[src/common/usp_pkg.sv]
package usp_pkg;

    // ----------------------------------------------------------------
    // register byte addresses
    // ----------------------------------------------------------------
    localparam logic [7:0] ADDR_DATA   = 8'h88;
    localparam logic [7:0] ADDR_STATUS = 8'h8C;
    localparam logic [7:0] ADDR_ENABLE = 8'h90;
    localparam logic [7:0] ADDR_MODE   = 8'h94;
    localparam logic [7:0] ADDR_BAUD   = 8'h98;

    // ----------------------------------------------------------------
    // field positions and values
    // ----------------------------------------------------------------
    localparam int STAT_RXC_POS  = 7;
    localparam int STAT_TXC_POS  = 6;
    localparam int STAT_UDRE_POS = 5;

    localparam logic [1:0] MODE_SEL_SPI = 2'h3;

    // ----------------------------------------------------------------
    // reset values, bus answers and sizes
    // ----------------------------------------------------------------
    localparam logic [7:0]  RST_ENABLE = 8'h00;
    localparam logic [7:0]  RST_MODE   = 8'h00;
    localparam logic        RST_UDRE   = 1'h1;
    localparam logic [1:0]  RESP_OKAY  = 2'h0;
    localparam logic [1:0]  RESP_SLVERR = 2'h2;
    localparam int          FRAME_EDGES = 16;
    localparam int          RX_DEPTH    = 2;

    // ----------------------------------------------------------------
    // types
    // ----------------------------------------------------------------
    typedef enum logic { ST_IDLE, ST_SHIFT } usp_state_e;

    typedef struct packed {
        logic rx_complete_irq_enable;
        logic transmit_complete_irq_enable;
        logic buffer_empty_irq_enable;
        logic receiver_enable;
        logic transmitter_enable;
    } usp_enable_s;

    typedef struct packed {
        logic [1:0] mode_select_field;
        logic       data_order_bit;
        logic       clock_phase_bit;
        logic       clock_polarity_bit;
    } usp_mode_s;

endpackage

[src/verilog/usp_top.sv]
`timescale 1ns/1ps
`default_nettype none
// Notes on behaviour
// RL1 - receive flag high while buffer holds data
// RL2 - disabling receiver flushes receive buffer
// RL3 - transmit flag set when frame and buffer done
// RL4 - transmit flag cleared by service or one-write
// RL5 - empty flag when buffer free, set at reset
// RL6 - receive irq needs enable, global, flag
// RL7 - transmit irq needs enable, global, flag
// RL8 - empty irq needs enable, global, flag
// RL9 - receiver enable takes over data-in pin
// RL10 - receiver alone never starts a transfer
// RL11 - transmitter enable takes over data-out pin
// RL12 - transmitter disable waits for pending data
// RL13 - stopped transmitter releases data-out pin
// RL14 - mode field 11 selects master spi
// RL15 - format bits apply in same write
// RL16 - order bit one sends lsb first
// RL17 - phase bit picks sampling edge
// RL18 - polarity bit sets idle clock level
// RL19 - software writes zeros to reserved bits
// RL20 - data register write starts each transfer
// RL21 - error flags read as zero
// RL22 - overflow drops newest byte, keeps older
module usp_top #(
    parameter int BAUD_W = 12
) (
    // clock and reset
    input  wire logic              CLOCK_I,
    input  wire logic              ARST_N_I,
    // axi4-lite write
    input  wire logic              S_AXI_AWVALID_I,
    input  wire logic [7:0]        S_AXI_AWADDR_I,
    output logic                   S_AXI_AWREADY_O,
    input  wire logic              S_AXI_WVALID_I,
    input  wire logic [31:0]       S_AXI_WDATA_I,
    input  wire logic [3:0]        S_AXI_WSTRB_I,
    output logic                   S_AXI_WREADY_O,
    output logic                   S_AXI_BVALID_O,
    output logic [1:0]             S_AXI_BRESP_O,
    input  wire logic              S_AXI_BREADY_I,
    // axi4-lite read
    input  wire logic              S_AXI_ARVALID_I,
    input  wire logic [7:0]        S_AXI_ARADDR_I,
    output logic                   S_AXI_ARREADY_O,
    output logic                   S_AXI_RVALID_O,
    output logic [31:0]            S_AXI_RDATA_O,
    output logic [1:0]             S_AXI_RRESP_O,
    input  wire logic              S_AXI_RREADY_I,
    // serial pins
    output logic                   TRANSFER_CLOCK_O,
    output logic                   TRANSFER_CLOCK_OE_O,
    output logic                   SERIAL_DATA_OUT_O,
    output logic                   SERIAL_DATA_OUT_OE_O,
    input  wire logic              SERIAL_DATA_IN_I,
    output logic                   SERIAL_DATA_IN_OVR_O,
    // interrupt requests
    input  wire logic              GLOBAL_IRQ_FLAG_I,
    input  wire logic              TX_COMPLETE_IRQ_ACK_I,
    output logic                   RX_COMPLETE_IRQ_O,
    output logic                   TX_COMPLETE_IRQ_O,
    output logic                   BUFFER_EMPTY_IRQ_O
);

    // ----------------------------------------------------------------
    // declarations
    // ----------------------------------------------------------------
    usp_pkg::usp_enable_s  enable_ff;
    usp_pkg::usp_mode_s    mode_ff;
    usp_pkg::usp_state_e   state_ff;
    logic [BAUD_W-1:0]     baud_ff;
    logic [BAUD_W-1:0]     div_cnt_ff;
    logic [3:0]            edge_cnt_ff;
    logic [7:0]            tx_buf_ff;
    logic                  tx_buf_full_ff;
    logic [7:0]            tx_sh_ff;
    logic [7:0]            rx_sh_ff;
    logic [7:0]            rx_mem_ff [usp_pkg::RX_DEPTH];
    logic [1:0]            rx_cnt_ff;
    logic                  txc_ff;
    logic                  tx_active_ff;
    logic                  sck_ff;
    logic                  mosi_ff;
    logic                  din_meta_ff;
    logic                  din_ff;
    logic                  aw_full_ff;
    logic                  w_full_ff;
    logic [7:0]            aw_addr_ff;
    logic [7:0]            w_data_ff;
    logic                  w_lane0_ff;
    logic                  awready_ff;
    logic                  wready_ff;
    logic                  bvalid_ff;
    logic [1:0]            bresp_ff;
    logic                  arready_ff;
    logic                  rvalid_ff;
    logic [31:0]           rdata_ff;
    logic [1:0]            rresp_ff;
    logic                  rx_irq_ff;
    logic                  tx_irq_ff;
    logic                  ud_irq_ff;

    function automatic logic addr_known(input logic [7:0] a);
        addr_known = (a == usp_pkg::ADDR_DATA)   ||
                     (a == usp_pkg::ADDR_STATUS) ||
                     (a == usp_pkg::ADDR_ENABLE) ||
                     (a == usp_pkg::ADDR_MODE)   ||
                     (a == usp_pkg::ADDR_BAUD);
    endfunction

    // ----------------------------------------------------------------
    // bus decode
    // ----------------------------------------------------------------
    wire aw_hs    = S_AXI_AWVALID_I & awready_ff;
    wire w_hs     = S_AXI_WVALID_I & wready_ff;
    wire ar_hs    = S_AXI_ARVALID_I & arready_ff;
    wire do_write = aw_full_ff & w_full_ff & ~bvalid_ff;
    wire wr_en    = do_write & w_lane0_ff;
    wire wr_data  = wr_en & (aw_addr_ff == usp_pkg::ADDR_DATA);
    wire wr_stat  = wr_en & (aw_addr_ff == usp_pkg::ADDR_STATUS);
    wire wr_enab  = wr_en & (aw_addr_ff == usp_pkg::ADDR_ENABLE);
    wire wr_mode  = wr_en & (aw_addr_ff == usp_pkg::ADDR_MODE);
    wire wr_baud  = wr_en & (aw_addr_ff == usp_pkg::ADDR_BAUD);
    wire rd_pop   = ar_hs & (S_AXI_ARADDR_I == usp_pkg::ADDR_DATA)
                    & (rx_cnt_ff != 2'h0);

    wire nxt_aw_full = (aw_full_ff | aw_hs) & ~do_write;
    wire nxt_w_full  = (w_full_ff | w_hs) & ~do_write;
    wire nxt_bvalid  = do_write | (bvalid_ff & ~S_AXI_BREADY_I);
    wire nxt_rvalid  = ar_hs | (rvalid_ff & ~S_AXI_RREADY_I);

    // ----------------------------------------------------------------
    // status view and read mux
    // ----------------------------------------------------------------
    wire       rxc_flag  = (rx_cnt_ff != 2'h0); // RL1
    wire       udre_flag = ~tx_buf_full_ff; // RL5
    // error flags and reserved bits stay zero
    wire [7:0] status_rd = {rxc_flag, txc_ff, udre_flag, 5'h00}; // RL21
    wire [7:0] enable_rd = {enable_ff, 3'h0};
    wire [7:0] mode_rd   = {mode_ff.mode_select_field, 3'h0,
                            mode_ff.data_order_bit,
                            mode_ff.clock_phase_bit,
                            mode_ff.clock_polarity_bit};
    wire [31:0] rd_mux =
        (S_AXI_ARADDR_I == usp_pkg::ADDR_DATA)   ? {24'h0, rx_mem_ff[0]} :
        (S_AXI_ARADDR_I == usp_pkg::ADDR_STATUS) ? {24'h0, status_rd}    :
        (S_AXI_ARADDR_I == usp_pkg::ADDR_ENABLE) ? {24'h0, enable_rd}    :
        (S_AXI_ARADDR_I == usp_pkg::ADDR_MODE)   ? {24'h0, mode_rd}      :
        (S_AXI_ARADDR_I == usp_pkg::ADDR_BAUD)
            ? {{(32-BAUD_W){1'b0}}, baud_ff} : 32'h0;

    // ----------------------------------------------------------------
    // shift engine decode
    // ----------------------------------------------------------------
    wire spi_on    = (mode_ff.mode_select_field == usp_pkg::MODE_SEL_SPI); // RL14
    wire tick      = (state_ff == usp_pkg::ST_SHIFT) & (div_cnt_ff == baud_ff);
    wire leading   = ~edge_cnt_ff[0];
    // phase 0 samples leading edges, phase 1 trailing edges
    wire sample_ev = tick & (leading ^ mode_ff.clock_phase_bit); // RL17
    wire drive_ev  = tick & ~(leading ^ mode_ff.clock_phase_bit);
    wire last_edge = tick & (edge_cnt_ff == 4'(usp_pkg::FRAME_EDGES - 1));
    // the transmitter alone owns the clock, so rx enable cannot start
    wire start     = (state_ff == usp_pkg::ST_IDLE) & tx_buf_full_ff
                     & tx_active_ff & spi_on; // RL10 RL20
    wire out_bit   = mode_ff.data_order_bit ? tx_sh_ff[0] : tx_sh_ff[7]; // RL16
    wire [7:0] tx_shifted = mode_ff.data_order_bit ? {1'b0, tx_sh_ff[7:1]}
                                                   : {tx_sh_ff[6:0], 1'b0};
    wire [7:0] rx_shifted = mode_ff.data_order_bit ? {din_ff, rx_sh_ff[7:1]}
                                                   : {rx_sh_ff[6:0], din_ff};
    // phase 0 took its last bit one edge before the frame ends
    wire [7:0] rx_byte = mode_ff.clock_phase_bit ? rx_shifted : rx_sh_ff;
    wire rx_push   = last_edge & enable_ff.receiver_enable;
    wire [1:0] cnt_after_pop = rx_cnt_ff - {1'b0, rd_pop};
    wire txc_set   = last_edge & ~tx_buf_full_ff; // RL3
    wire txc_clr   = TX_COMPLETE_IRQ_ACK_I
                     | (wr_stat & w_data_ff[usp_pkg::STAT_TXC_POS]); // RL4
    wire nxt_tx_active = enable_ff.transmitter_enable
                         | (tx_active_ff & ((state_ff != usp_pkg::ST_IDLE)
                         | tx_buf_full_ff)); // RL12

    // ----------------------------------------------------------------
    // axi4-lite slave
    // ----------------------------------------------------------------
    always_ff @(posedge CLOCK_I or negedge ARST_N_I)
    begin
        if (!ARST_N_I)
        begin
            aw_full_ff <= 1'b0;
            w_full_ff  <= 1'b0;
            aw_addr_ff <= 8'h00;
            w_data_ff  <= 8'h00;
            w_lane0_ff <= 1'b0;
            awready_ff <= 1'b0;
            wready_ff  <= 1'b0;
            bvalid_ff  <= 1'b0;
            bresp_ff   <= usp_pkg::RESP_OKAY;
            arready_ff <= 1'b0;
            rvalid_ff  <= 1'b0;
            rdata_ff   <= 32'h0;
            rresp_ff   <= usp_pkg::RESP_OKAY;
        end
        else
        begin
            aw_full_ff <= nxt_aw_full;
            w_full_ff  <= nxt_w_full;
            awready_ff <= ~nxt_aw_full & ~nxt_bvalid;
            wready_ff  <= ~nxt_w_full & ~nxt_bvalid;
            bvalid_ff  <= nxt_bvalid;
            arready_ff <= ~nxt_rvalid;
            rvalid_ff  <= nxt_rvalid;
            if (aw_hs)
                aw_addr_ff <= S_AXI_AWADDR_I;
            if (w_hs)
            begin
                w_data_ff  <= S_AXI_WDATA_I[7:0];
                w_lane0_ff <= S_AXI_WSTRB_I[0];
            end
            if (do_write)
                bresp_ff <= addr_known(aw_addr_ff) ? usp_pkg::RESP_OKAY
                                                   : usp_pkg::RESP_SLVERR;
            if (ar_hs)
            begin
                rdata_ff <= rd_mux;
                rresp_ff <= addr_known(S_AXI_ARADDR_I) ? usp_pkg::RESP_OKAY
                                                       : usp_pkg::RESP_SLVERR;
            end
        end
    end

    // ----------------------------------------------------------------
    // control registers
    // ----------------------------------------------------------------
    always_ff @(posedge CLOCK_I or negedge ARST_N_I)
    begin
        if (!ARST_N_I)
        begin
            enable_ff    <= usp_pkg::usp_enable_s'(usp_pkg::RST_ENABLE[7:3]);
            mode_ff      <= usp_pkg::usp_mode_s'({usp_pkg::RST_MODE[7:6],
                                                  usp_pkg::RST_MODE[2:0]});
            baud_ff      <= '0;
            txc_ff       <= 1'b0;
            tx_active_ff <= 1'b0;
        end
        else
        begin
            if (wr_enab)
                enable_ff <= usp_pkg::usp_enable_s'(w_data_ff[7:3]);
            // one write moves mode and format together
            if (wr_mode)
                mode_ff <= usp_pkg::usp_mode_s'({w_data_ff[7:6],
                                                 w_data_ff[2:0]}); // RL15 RL19
            if (wr_baud)
                baud_ff <= {{(BAUD_W-8){1'b0}}, w_data_ff};
            // a completing frame beats a clear in the same cycle
            txc_ff       <= txc_set | (txc_ff & ~txc_clr); // RL3 RL4
            tx_active_ff <= nxt_tx_active; // RL12
        end
    end

    // ----------------------------------------------------------------
    // transmit buffer and shifter
    // ----------------------------------------------------------------
    always_ff @(posedge CLOCK_I or negedge ARST_N_I)
    begin
        if (!ARST_N_I)
        begin
            state_ff       <= usp_pkg::ST_IDLE;
            tx_buf_ff      <= 8'h00;
            tx_buf_full_ff <= ~usp_pkg::RST_UDRE; // RL5
            tx_sh_ff       <= 8'h00;
            rx_sh_ff       <= 8'h00;
            div_cnt_ff     <= '0;
            edge_cnt_ff    <= 4'h0;
            sck_ff         <= 1'b0;
            mosi_ff        <= 1'b0;
        end
        else
        begin
            // writes while the buffer is occupied are dropped
            if (wr_data & udre_flag & tx_active_ff)
            begin
                tx_buf_ff      <= w_data_ff; // RL20
                tx_buf_full_ff <= 1'b1;
            end
            else if (start)
                tx_buf_full_ff <= 1'b0;
            if (start)
            begin
                state_ff    <= usp_pkg::ST_SHIFT;
                div_cnt_ff  <= '0;
                edge_cnt_ff <= 4'h0;
                tx_sh_ff    <= tx_buf_ff;
                if (!mode_ff.clock_phase_bit)
                begin
                    mosi_ff  <= mode_ff.data_order_bit ? tx_buf_ff[0]
                                                       : tx_buf_ff[7];
                    tx_sh_ff <= mode_ff.data_order_bit
                                ? {1'b0, tx_buf_ff[7:1]}
                                : {tx_buf_ff[6:0], 1'b0};
                end
            end
            else if (state_ff == usp_pkg::ST_SHIFT)
            begin
                div_cnt_ff <= tick ? '0 : div_cnt_ff + 1'b1;
                if (tick)
                begin
                    sck_ff      <= ~sck_ff;
                    edge_cnt_ff <= edge_cnt_ff + 4'h1;
                end
                if (drive_ev)
                begin
                    mosi_ff  <= out_bit;
                    tx_sh_ff <= tx_shifted;
                end
                if (sample_ev)
                    rx_sh_ff <= rx_shifted;
                if (last_edge)
                    state_ff <= usp_pkg::ST_IDLE;
            end
            else
                sck_ff <= mode_ff.clock_polarity_bit; // RL18
        end
    end

    // ----------------------------------------------------------------
    // receive buffer, two levels
    // ----------------------------------------------------------------
    always_ff @(posedge CLOCK_I or negedge ARST_N_I)
    begin
        if (!ARST_N_I)
        begin
            rx_cnt_ff    <= 2'h0;
            rx_mem_ff[0] <= 8'h00;
            rx_mem_ff[1] <= 8'h00;
            din_meta_ff  <= 1'b0;
            din_ff       <= 1'b0;
        end
        else
        begin
            din_meta_ff <= SERIAL_DATA_IN_I;
            din_ff      <= din_meta_ff;
            if (!enable_ff.receiver_enable)
                rx_cnt_ff <= 2'h0; // RL2
            else
            begin
                if (rd_pop)
                    rx_mem_ff[0] <= rx_mem_ff[1];
                // full buffer: newest byte is lost, older ones stay
                if (rx_push && cnt_after_pop != 2'(usp_pkg::RX_DEPTH))
                begin
                    rx_mem_ff[cnt_after_pop[0]] <= rx_byte; // RL22
                    rx_cnt_ff <= cnt_after_pop + 2'h1;
                end
                else
                    rx_cnt_ff <= cnt_after_pop; // RL1
            end
        end
    end

    // ----------------------------------------------------------------
    // interrupt requests
    // ----------------------------------------------------------------
    always_ff @(posedge CLOCK_I or negedge ARST_N_I)
    begin
        if (!ARST_N_I)
        begin
            rx_irq_ff <= 1'b0;
            tx_irq_ff <= 1'b0;
            ud_irq_ff <= 1'b0;
        end
        else
        begin
            rx_irq_ff <= enable_ff.rx_complete_irq_enable
                         & GLOBAL_IRQ_FLAG_I & rxc_flag; // RL6
            tx_irq_ff <= enable_ff.transmit_complete_irq_enable
                         & GLOBAL_IRQ_FLAG_I & txc_ff; // RL7
            ud_irq_ff <= enable_ff.buffer_empty_irq_enable
                         & GLOBAL_IRQ_FLAG_I & udre_flag; // RL8
        end
    end

    // ----------------------------------------------------------------
    // outputs
    // ----------------------------------------------------------------
    assign S_AXI_AWREADY_O      = awready_ff;
    assign S_AXI_WREADY_O       = wready_ff;
    assign S_AXI_BVALID_O       = bvalid_ff;
    assign S_AXI_BRESP_O        = bresp_ff;
    assign S_AXI_ARREADY_O      = arready_ff;
    assign S_AXI_RVALID_O       = rvalid_ff;
    assign S_AXI_RDATA_O        = rdata_ff;
    assign S_AXI_RRESP_O        = rresp_ff;
    assign TRANSFER_CLOCK_O     = sck_ff;
    assign TRANSFER_CLOCK_OE_O  = tx_active_ff;
    assign SERIAL_DATA_OUT_O    = mosi_ff;
    assign SERIAL_DATA_OUT_OE_O = tx_active_ff; // RL11 RL13
    assign SERIAL_DATA_IN_OVR_O = enable_ff.receiver_enable; // RL9
    assign RX_COMPLETE_IRQ_O    = rx_irq_ff;
    assign TX_COMPLETE_IRQ_O    = tx_irq_ff;
    assign BUFFER_EMPTY_IRQ_O   = ud_irq_ff;
endmodule
`default_nettype wire

[config.mk]
export PLATFORM = sky130hd
export DESIGN_NAME = usp_top
export DESIGN_NICKNAME = d
export VERILOG_FILES = /design/src/common/usp_pkg.sv /design/src/verilog/usp_top.sv
export SDC_FILE = /design/constraint.sdc
export NUM_CORES = 1
export LEC_CHECK = 0
export ABC_AREA = 0
export BUFFER_PORTS_ARGS = -buffer_cell sky130_fd_sc_hd__buf_2
export CORE_MARGIN = 2
export CORE_UTILIZATION = 50
export DETAILED_ROUTE_END_ITERATION = 12
export GPL_TIMING_DRIVEN = 0
export MAX_ROUTING_LAYER = met4
export PLACE_DENSITY = 0.77
export SETUP_SLACK_MARGIN = 0.02
export SYNTH_ARGS = -nofsm -noshare
export SYNTH_HDL_FRONTEND = slang
export SYNTH_SLANG_ARGS = --single-unit
[constraint.sdc]
create_clock -name CLOCK_I -period 5.61 [get_ports CLOCK_I]
set_input_delay 0.8415 -clock CLOCK_I [delete_from_list [all_inputs] [get_ports CLOCK_I]]
set_output_delay 0.8415 -clock CLOCK_I [all_outputs]
set_load 0.05 [all_outputs]
==> reports/qor.txt <==
final WL: 13720 um
placer congestion estimate: 0.8259
crit path cell chain: buf_2, nor4_1, nand2_1, nor4_2, ha_1, ha_1, and3b_1, nand2_1, nor4_1, nand3b_1, o221a_2
first-pass GRT wire length: 22570 um
placed inst area: 6688 um2
# fillers: 959
Main synth FF type: dfrtp_1
maximum clock rate: 0.2899 GHz
Via density: 5.584
fin crit share: 0.6149
register area: 3028 um2
final critical-path required period: 3450 ps
cts hold-fix bufs: 0
Max Clock Skew: 6.706 ps
Synth Warn #: 0
Leak: 3.553 nW
FF+latch count, synth: 121
Buf/Inv on CP: 1
post-synth cell types: 60
largest net degree at the start of global routing: 90
Power Dens Cells: 366.6 nW/um2
H-tree levels: 4
worst-path maximum fanout: 8
Clock Latency Late Sink: 410 ps
Reg-to-Reg End: rx_mem_ff[13]$_DFFE_PN0P_
Layout area overhead: 20.14%
Setup-failing EPs final: 0
Hold Crit Class: primary input to asynchronous set/reset pin
Reg2Reg Depth: 9
multi-input logic area: 2776 um2
core area: 11960 um2
Clock Path Buffers: 2
kind of launch point of the worst setup path: primary input
die height: 114.5 um
Num CTS Buffers: 17
total congestion overflow: 0
Max Cap Violations: 0
initial DRC count: 298
status: complete, no violations
Slew Limit Fails: 0
Antenna Cells: 0
post-detailed-route count of antenna-violating nets: 0
clock slew at reported path FFs: 50 ps
row count: 40
Avg WL per Cell: 17.13 um
CTS Sinks: 121
Clk Tree Root Cell: clkbuf_16
final instance area: 7330 um2
gr usage total: 0.2335
Initial Util: 0.5100
syn_area_per_cell: 11.24 um2
# IOs: 111
initial antenna violation count: 0
CP Data Required Time: 5950 ps
worst-margin pin slew: 1085 ps
maximum resistive drop on vdd: 290.8 uV
most frequent cells after synthesis: 121 x dfrtp_1, 70 x mux2_2, 44 x nand2_1
top cell type by total area after synthesis: dfrtp_1
Synth top area share: 0.4963
Final nets: 709
RSZ-0062 raised after global routing: false
DRC Markers: 0
CP Data Arrival Time: 3790 ps
CTS tree: done
detailed-route via count: 4473
most numerous cell in the Yosys netlist: dfrtp_1
kind of cell adding the most delay to the critical path: simple AND/OR/NAND/NOR gates
Setup crit end kind: register
buffers added on ports: 55
Crit. Startpoint: S_AXI_ARADDR_I[1]
post-cts sizing count: 0
hpwl dp: 9945 um
synth top area cells: dfrtp_1 50%, mux2_2 13%, mux2i_1 5.4%, buf_4 3.6%, o21ai_0 2.8%
EDFF count, synth: 0
critical path class: primary input to register
Setup TNS: 0 ps
synthesized cell area: 6101 um2
flop-to-flop setup slack: 2700 ps
relative slew slack: 0.2708
R2R Path Start: S_AXI_ARREADY_O$_DFF_PN0_
first-pass detailed-route iteration total: 5
DIE AREA: 13100 um2
Setup Buffers After CTS: 0
number of global-route vias before repair: 4468
die width: 114.5 um
sequential share of the synthesized area: 0.4963
Final Hold Vio Count: 0
Largest stage delay, worst path: 470 ps
share of post-route cells with drive strength above 1: 0.3211
Post-Synthesis Cells: 543
CP max stage cell: nor4_2
total power: 2.687 mW
Post-synth ARST share: 1.000
## registers in the layout, summed over array words and instances (netlist names), 5 cells and up, named ones only
register	flops
rx_mem_ff	8
S_AXI_RDATA_O	8
tx_buf_ff	8
baud_ff	8
tx_sh_ff	8
aw_addr_ff	8
mode_ff	5
div_cnt_ff	12
rx_sh_ff	8
w_data_ff	8
## report_power, final
group | internal, mW | total (mW) | switching (mW) | leakage [nW]
sequential | 0.975 | 1.08 | 0.105 | 1.59
combinational | 0.161 | 0.432 | 0.271 | 1.66
clock | 0.816 | 1.17 | 0.359 | 0.312
## cells in the final DEF (no fill, tap or decap), drive strengths merged, types with 3 or more instances in the layout
| cell | n |
|---|---|
| nor2b | 4 |
| mux2 | 70 |
| and3 | 11 |
| conb | 26 |
| o31ai | 3 |
| a31oi | 5 |
| nor2 | 23 |
| nand2 | 45 |
| nand3 | 20 |
| nor4 | 7 |
| mux2i | 33 |
| xor2 | 5 |
| inv | 20 |
| a22oi | 6 |
| bufinv | 5 |
| nand4 | 6 |
| o21ai | 34 |
| buf | 93 |
| a21oi | 6 |
| xnor2 | 11 |
| nand2b | 4 |
| o21a | 3 |
| a22o | 3 |
| clkbuf | 35 |
| ha | 4 |
| dfrtp | 121 |
| o221a | 8 |
| nor3 | 8 |
## worst register-to-register path: stages, from the launching register on
cell and delay, ps:
dfrtp_1 360, nand2_1 210, nor4_2 440, ha_1 360
ha_1 230, and3b_1 230, nand2_1 60, nor4_1 350
nand3b_1 350, o221a_2 270
## layout make-up
cell class,instances,area share
clock buffers,22,0.06470
repair buffers,56,0.04216
flip-flops and latches,121,0.4131
well taps,147,0.02509
multi-input cells,377,0.3788
clock inverters,8,0.02287
plain buffers,50,0.04302
inverters,20,0.01024
## per-stage QoR
stage / util / hold WS, ps / std cells / setup slack [ps]
after global routing: 0.6128 / 312.9 / 801 / 1817
after CTS: 0.6128 / 309.0 / 801 / 2195
final: 0.6128 / 308.8 / 801 / 2160
after detailed placement: 0.5591 / 334.7 / 771 / 1800
after global placement: 0.5563 / 334.2 / 770 / 1907
after floorplan: - / 331.2 / 568 / 2361
## cell families after synthesis
group | synth area share
and+or+nand+nor | 0.1247
DFF | 0.4963
muxes | 0.1870
AOI/OAI and AO/OA | 0.09496
buffers and inverters | 0.06399
xor gates and xnor gates | 0.02420
adders and majority gates | 0.008204
other | 0.0006147
## metal layers
| metal | up-vias | track usage | wire [um] |
|---|---|---|---|
| met4 | 0 | 0.08699 | 246 |
| met1 | 2179 | 0.2906 | 5871 |
| met2 | 172 | 0.3606 | 6706 |
| met5 | - | - | 0 |
| met3 | 20 | 0.07200 | 898 |
| li1 | 2102 | - | - |
## how the worst max path moves through the flow
stage	to	depth (start not counted)
detailed placement	rx_mem_ff[13]$_DFFE_PN0P_	11
floorplan	rx_mem_ff[10]$_DFFE_PN0P_	11
CTS	rx_mem_ff[13]$_DFFE_PN0P_	11
global placement	rx_mem_ff[14]$_DFFE_PN0P_	11
global route	rx_mem_ff[13]$_DFFE_PN0P_	11
finish	rx_mem_ff[13]$_DFFE_PN0P_	11
Power figures use the tool's default switching activity.
